==> src/logic/lpf_pkg.sv <==
// lpf_pkg: constants and types for the frame-synchronised pwm brightness store
// assumes a single 200 MHz clock domain and a byte-wide register port
package lpf_pkg;

  localparam int unsigned ADDR_W        = 10;
  localparam int unsigned DATA_W        = 8;
  localparam int unsigned DUTY_W        = 16;
  localparam int unsigned NUM_SINKS     = 3;
  localparam int unsigned NUM_BYTES     = 6;

  // byte offsets of the duty store, low byte then high byte per sink
  localparam logic [9:0] SINK15_DUTY_LOW_OFS  = 10'h21E;
  localparam logic [9:0] SINK15_DUTY_HIGH_OFS = 10'h21F;
  localparam logic [9:0] SINK16_DUTY_LOW_OFS  = 10'h220;
  localparam logic [9:0] SINK16_DUTY_HIGH_OFS = 10'h221;
  localparam logic [9:0] SINK17_DUTY_LOW_OFS  = 10'h222;
  localparam logic [9:0] SINK17_DUTY_HIGH_OFS = 10'h223;
  localparam logic [9:0] STORE_BASE_OFS       = SINK15_DUTY_LOW_OFS;

  localparam logic [7:0]  DUTY_BYTE_RESET = 8'h00;
  localparam logic [15:0] DUTY_RESET      = 16'h0000;
  localparam logic [15:0] COUNT_RESET     = 16'h0000;

  // refresh modes; zero is treated as instant refresh
  typedef enum logic [1:0] {
    LPF_MODE_NONE   = 2'h0,
    LPF_MODE_ONE    = 2'h1,
    LPF_MODE_TWO    = 2'h2,
    LPF_MODE_THREE  = 2'h3
  } lpf_mode_e;

  // frame-sync minimum high time and repetition rates the scheme supports
  localparam int unsigned CLK_HZ                  = 200_000_000;
  localparam int unsigned FRAME_SYNC_MIN_HIGH_NS  = 1000;
  localparam int unsigned FRAME_SYNC_MIN_HIGH_CYC =
    (FRAME_SYNC_MIN_HIGH_NS * (CLK_HZ / 1_000_000) + 999) / 1000;
  localparam int unsigned FRAME_RATE_LOW_HZ       = 60;
  localparam int unsigned FRAME_RATE_MID_HZ       = 90;
  localparam int unsigned FRAME_RATE_HIGH_HZ      = 120;

  typedef struct packed {
    logic [NUM_BYTES-1:0][DATA_W-1:0] duty_bytes;
    logic [DATA_W-1:0]                rdata;
    logic                             rvalid;
    logic                             sync_meta;
    logic                             sync_stable;
    logic                             sync_prev;
    logic                             load;
    logic [DUTY_W-1:0]                count;
  } lpf_top_state_s;

  typedef struct packed {
    logic [DUTY_W-1:0] duty_active;
    logic              pwm;
  } lpf_chan_state_s;

endpackage : lpf_pkg

==> src/logic/lpf_top.sv <==
// lpf_top: duty store for current sinks 15 to 17 with frame-synchronised refresh
// assumes the register port is driven synchronously to REF_CLK_IN;
// the frame-sync pin is asynchronous and is synchronised here
`timescale 1ns/1ps

////////////////////////////////////////////////////////////////////////////////
// Summary of operation
// - refresh mode one loads new duty data into outputs immediately.
// - frame-sync rates of 60, 90, 120 Hz and above are supported.
// - sink 16 duty low byte at 220h, high byte at 221h.
// - sink 17 duty low byte at 222h, high byte at 223h.
// - sink 15 high duty byte is a full readable writable byte.
// - every duty byte is read/write and resets to zero.
module lpf_top (
  input  wire logic        REF_CLK_IN,
  input  wire logic        RESET_N_IN,
  input  wire logic [9:0]  REG_ADDR_IN,
  input  wire logic [7:0]  REG_WDATA_IN,
  input  wire logic        REG_WRITE_IN,
  input  wire logic        REG_READ_IN,
  input  wire logic [1:0]  REFRESH_MODE_IN,
  input  wire logic        FRAME_SYNC_IN,
  output logic      [7:0]  REG_RDATA_OUT,
  output logic             REG_RVALID_OUT,
  output logic      [2:0]  SINK_PWM_OUT
);

  lpf_pkg::lpf_top_state_s state_reg;
  lpf_pkg::lpf_top_state_s state_next;

  logic [9:0]  rel_addr;
  logic        addr_hit;
  logic [2:0]  byte_idx;
  logic        sync_rise;
  logic        sync_mode;
  logic [15:0] duty_word [3];

  ////////////////////////////////////////////////////////////////////////////////
  // address decode over the contiguous six-byte window

  assign rel_addr = REG_ADDR_IN - lpf_pkg::STORE_BASE_OFS;
  assign addr_hit = (REG_ADDR_IN >= lpf_pkg::SINK15_DUTY_LOW_OFS) &&
                    (REG_ADDR_IN <= lpf_pkg::SINK17_DUTY_HIGH_OFS);
  assign byte_idx = rel_addr[2:0];

  // only the synchronised edge is used; the meta flop feeds nothing else
  assign sync_rise = state_reg.sync_stable && !state_reg.sync_prev;
  assign sync_mode = (REFRESH_MODE_IN == lpf_pkg::LPF_MODE_TWO) ||
                     (REFRESH_MODE_IN == lpf_pkg::LPF_MODE_THREE);

  ////////////////////////////////////////////////////////////////////////////////
  // next-state logic

  always_comb begin
    state_next             = state_reg;
    state_next.sync_meta   = FRAME_SYNC_IN;
    state_next.sync_stable = state_reg.sync_meta;
    state_next.sync_prev   = state_reg.sync_stable;
    state_next.rvalid      = 1'b0;

    // writes land in the store directly; rule-abiding hosts never write during
    // the frame-sync high pulse, so no write blocking is done here
    if (REG_WRITE_IN && addr_hit) begin
      state_next.duty_bytes[byte_idx] = REG_WDATA_IN;
    end

    if (REG_READ_IN) begin
      state_next.rvalid = 1'b1;
      state_next.rdata  = addr_hit ? state_reg.duty_bytes[byte_idx] : 8'h00;
    end

    // free-running period counter restarts at each frame in modes two and three, so every such frame opens
    // on a fresh pwm period; a 16-bit period at 200 MHz is about 328 us, well
    // inside a 120 Hz frame
    if (sync_mode && sync_rise) begin
      state_next.count = lpf_pkg::COUNT_RESET;
    end else begin
      state_next.count = state_reg.count + 16'h0001;
    end

    if (sync_mode) begin
      state_next.load = sync_rise;
    end else begin
      state_next.load = 1'b1;
    end
  end

  always_ff @(posedge REF_CLK_IN) begin
    if (!RESET_N_IN) begin
      state_reg.duty_bytes  <= '{default: lpf_pkg::DUTY_BYTE_RESET};
      state_reg.rdata       <= 8'h00;
      state_reg.rvalid      <= 1'b0;
      state_reg.sync_meta   <= 1'b0;
      state_reg.sync_stable <= 1'b0;
      state_reg.sync_prev   <= 1'b0;
      state_reg.load        <= 1'b0;
      state_reg.count       <= lpf_pkg::COUNT_RESET;
    end else begin
      state_reg <= state_next;
    end
  end

  ////////////////////////////////////////////////////////////////////////////////
  // duty words and pwm channels

  generate
    for (genvar i = 0; i < 3; i++) begin : g_sink
      // low byte at the even offset, high byte at the odd one
      assign duty_word[i] = {state_reg.duty_bytes[2*i+1], state_reg.duty_bytes[2*i]};

      lpf_pwm_channel u_chan (
        .clk_in     (REF_CLK_IN),
        .reset_n_in (RESET_N_IN),
        .load_in    (state_reg.load),
        .duty_in    (duty_word[i]),
        .count_in   (state_reg.count),
        .pwm_out    (SINK_PWM_OUT[i])
      );
    end
  endgenerate

  assign REG_RDATA_OUT  = state_reg.rdata;
  assign REG_RVALID_OUT = state_reg.rvalid;

endmodule : lpf_top

==> src/logic/lpf_pwm_channel.sv <==
// lpf_pwm_channel: one current sink's active duty latch and pwm comparator
// assumes the shared period counter and load strobe come from the same clock
`timescale 1ns/1ps

module lpf_pwm_channel (
  input  wire logic        clk_in,
  input  wire logic        reset_n_in,
  input  wire logic        load_in,
  input  wire logic [15:0] duty_in,
  input  wire logic [15:0] count_in,
  output logic             pwm_out
);

  lpf_pkg::lpf_chan_state_s state_reg;
  lpf_pkg::lpf_chan_state_s state_next;

  always_comb begin
    state_next = state_reg;
    if (load_in) begin
      state_next.duty_active = duty_in;
    end
    // output high while the counter is below the active duty
    state_next.pwm = (count_in < state_reg.duty_active);
  end

  always_ff @(posedge clk_in) begin
    if (!reset_n_in) begin
      state_reg.duty_active <= lpf_pkg::DUTY_RESET;
      state_reg.pwm         <= 1'b0;
    end else begin
      state_reg <= state_next;
    end
  end

  assign pwm_out = state_reg.pwm;

endmodule : lpf_pwm_channel

==> config.mk <==
export PLATFORM = sky130hd
export DESIGN_NAME = lpf_top
export DESIGN_NICKNAME = d
export VERILOG_FILES = /design/src/logic/lpf_pkg.sv /design/src/logic/lpf_top.sv /design/src/logic/lpf_pwm_channel.sv
export SDC_FILE = /design/constraint.sdc
export NUM_CORES = 1
export LEC_CHECK = 0
export ABC_CLOCK_PERIOD_IN_PS = 2100
export BUFFER_PORTS_ARGS = -buffer_cell sky130_fd_sc_hd__buf_2
export CORE_MARGIN = 2
export CORE_UTILIZATION = 40
export CTS_CLUSTER_SIZE = 24
export DETAILED_ROUTE_END_ITERATION = 10
export PLACE_DENSITY = 0.59
export RECOVER_POWER = 100
export SYNTH_ARGS = -nofsm -noshare
export SYNTH_HDL_FRONTEND = slang
export SYNTH_HIERARCHICAL = 1
export SYNTH_SLANG_ARGS = --single-unit
export TNS_END_PERCENT = 20
==> constraint.sdc <==
create_clock -name REF_CLK_IN -period 2.1 [get_ports REF_CLK_IN]
set_clock_uncertainty 0.05 [all_clocks]
set_input_delay 0.42 -clock REF_CLK_IN [delete_from_list [all_inputs] [get_ports REF_CLK_IN]]
set_output_delay 0.42 -clock REF_CLK_IN [all_outputs]
set_load 0.03 [all_outputs]
==> impl_results.md <==
- CTS Buf Count: 17
- CTS tree: done
- Hold depth: 2
- Largest delay contributor family on the critical path: simple AND/OR/NAND/NOR gates
- Mapped cell area: 0.00636 sq mm
- Largest net degree at the start of global routing: 49
- Worst-path clk slew: 60 ps
- Critical path arrival: 2140 ps
- Max rail drop VDD: 533 uV
- Post-synth top area cell: dfxtp_1
- Worst hold path type: primary input to register
- Via-to-Cell Ratio: roughly 5.1
- Commonest non-fill, non-tap cells in the layout: dfxtp_1, mux2i_1, nand2_1
- Post-placement setup slack: -26.4 ps
- CTS Sinks: about 130
- Critical path depth: 5
- WHS: 163 ps
- Max Freq: between 500 and 600 MHz
- Total number of yosys warnings: 6
- Crit-path cells: ha_1 > and4_1 > o21ai_0 > or4_1 > o2111a_1
- # rows: 46
- Worst slew pin tran: about 890 ps
- Post-synth top area share: 0.403
- Critical Path Max Stage Delay: 460 ps
- GRT met3 Usage: 0.0467
- Synth Register Bits: about 130
- Setup Buffers After CTS: 0
- Final WS setup: slightly above 200 ps
- Max-capacitance violation count: 0
- Die width: between 100 and 150 microns
- Avg Cell Area, Syn: approximately 9.8 sq um
- Reg2Reg Capture Point: g_sink[0].u_chan/pwm_out$_SDFF_PN0_
- First DRT Iteration DRCs: between 200 and 300
- Total GRT Usage: 0.200
- I/O pin total: 37
- Met1 Track Usage GR: 0.241
- Net count after synthesis: 721
- Run status: finished, final reports clean
- Worst R2R Setup Slack: slightly above 200 ps
- Startpoint types: register
- Final setup vio count: 0
- Hold Buf Count CTS: 0
- Initial core utilization: 0.405
- CTS max path bufs: 2
- Non-Filler Instances: between 900 and 1k
- Residual DRC: 0
- Initial antenna violation count: 0
- Critical Path End Type: register
- Drt first pass iters: 5
- Leading cell type in the layout, fill and taps excluded: dfxtp_1
- Core area: ~0.016 sq mm
- CP max-delay cell: or4_1
- Placed Instances: 880
- Synth unique cells: 39
- Placer Congestion: ~0.8
- Ant diodes: 0
- Post_cts resized: 0
- Total Wirelength: roughly 15000 microns
- Largest fanout on the critical path: 8
- Vias: around 4.6k
- Final Critical Period: about 1900 ps
- Area of the die: approximately 0.017 sq mm
- Nets: between 700 and 800
- Main area contributors after synthesis: dfxtp_1, mux2i_1, ha_1
- Share of layout cells above drive strength 1: 0.119
- Tcrit/Tclk final: 0.904
- DPL Wire Length: approximately 11000 microns
- Sequential-to-total area share from yosys stat: 0.403
- Total power: ~5.5 mW
- Global-route wire length before repair: 24800 microns
- Crit path kind: register to register
- Synth Instances: about 650
- Power Density: about 760 mW/mm^2
- PortBufs: 35
- Worst EP required: between 2000 and 2500 ps
- Final-report max-slew violation count: 0
- Worst R2R Path Depth: 5
- Final hold vios: 0
- Hold endpoint: state_next[18]$_SDFF_PN0_
- Routed Antenna Nets: 0
- Avg WL per Cell: roughly 17 microns
- CTS Root Cell: clkbuf_16
- RSZ-0062 raised after global routing: no
- Routing usage on met2: 0.342
- Skew-Pair Late Insertion Delay: about 420 ps
- Area growth, synth to finish: 14.2%
- RR Startpoint: state_reg[7]$_SDFF_PP0_
- Chip height: about 130 microns
- Vias in the first global route: around 4.7k
- Overflow after GRT: 0
- H-tree levels: 4
- Leak: 3.00 nW
- Sum of buffers and inverters on the critical path: 0
- Gr busiest metal: met2
- HP Start: FRAME_SYNC_IN
- Rel. slew slack: 0.406
## power by group
group	switching [mW]	internal, mW
registers	0.0152	2.44
logic	0.170	0.114
clock network	1.09	1.68
## worst reg2reg max path, stage by stage (launching register included)
cell	delay, ps
dfxtp_1	440
ha_1	380
and4_1	220
o21ai_0	80
or4_1	460
o2111a_1	160
## worst max path at each step
stage | from | end | slack [ps]
floorplan | REG_ADDR_IN[4] | duty_word[0]$_SDFFE_PN0P_ | 250
global placement | REG_ADDR_IN[4] | duty_word[35]$_SDFFE_PN0P_ | 10
detailed placement | REG_ADDR_IN[4] | duty_word[8]$_SDFFE_PN0P_ | -30
CTS | state_reg[7]$_SDFF_PP0_ | g_sink[0].u_chan/pwm_out$_SDFF_PN0_ | 220
global route | state_reg[7]$_SDFF_PP0_ | g_sink[0].u_chan/pwm_out$_SDFF_PN0_ | 100
finish | state_reg[7]$_SDFF_PP0_ | g_sink[0].u_chan/pwm_out$_SDFF_PN0_ | 200
## metrics by stage
step,setup TNS [ps],cell area (sq um),utilization
2_1_floorplan,0,6360,-
3_3_place_gp,0,6750,0.429
3_5_place_dp,-513,6750,0.429
4_1_cts,0,7310,0.465
5_1_grt,0,7260,0.462
6_report,0,7260,0.462
## cells in the mapped netlist
| library cell | number |
|---|---|
| o31ai_1 | 3 |
| dfxtp_1 | 128 |
| ha_1 | 49 |
| clkbuf_1 | 11 |
| inv_1 | 51 |
| nor4b_4 | 1 |
| clkbuf_2 | 1 |
| o21ai_2 | 1 |
| and2_0 | 1 |
| a21oi_1 | 29 |
| o2111a_1 | 3 |
| xor2_1 | 2 |
| nand2b_1 | 4 |
| or4b_1 | 1 |
| mux4_2 | 8 |
| nand4_4 | 6 |
| nand3b_1 | 1 |
| mux2i_1 | 104 |
| or4_1 | 3 |
| or3_1 | 2 |
| xnor2_1 | 9 |
| nor4_1 | 3 |
| and3_1 | 1 |
| a2111oi_0 | 3 |
| o21ai_0 | 19 |
| nand4_1 | 6 |
| nor2_1 | 21 |
| buf_4 | 12 |
| a31o_2 | 1 |
| nand3_1 | 6 |
| a21boi_0 | 1 |
| nor2b_1 | 56 |
| nor3_1 | 5 |
| and4_1 | 6 |
| nand4b_1 | 1 |
| nand2_1 | 76 |
| and2_1 | 4 |
| buf_2 | 5 |
| o21ai_1 | 3 |
## per-layer routing
| metal | share of wire | vias to the layer above | wire length [microns] |
|---|---|---|---|
| met5 | 0 | - | 0 |
| met4 | 0.027 | 0 | 412 |
| met3 | 0.038 | 23 | 591 |
| met2 | 0.50 | 82 | 7700 |
| met1 | 0.44 | 2232 | 6770 |
| li1 | - | 2305 | - |
## cells by family after synthesis
group	Yosys count	share of synthesized area
buffers and inverters	80	0.0555
xor gates and xnor gates	11	0.0151
adders and majority gates	49	0.0964
and+or+nand+nor	204	0.181
AOI/OAI and AO/OA	63	0.0570
DFF	128	0.403
muxes	112	0.192
## final cells by class
cell class | count | area (sq um)
timing repair buffer | 46 | 241
multi-input combinational | 439 | 3430
fill | 1489 | 8450
clock inverter | 13 | 114
tap | 216 | 270
clock buffer | 19 | 453
inverter | 51 | 191
sequential | 128 | 2560
Note: power is estimated with default switching activity, not from simulation.
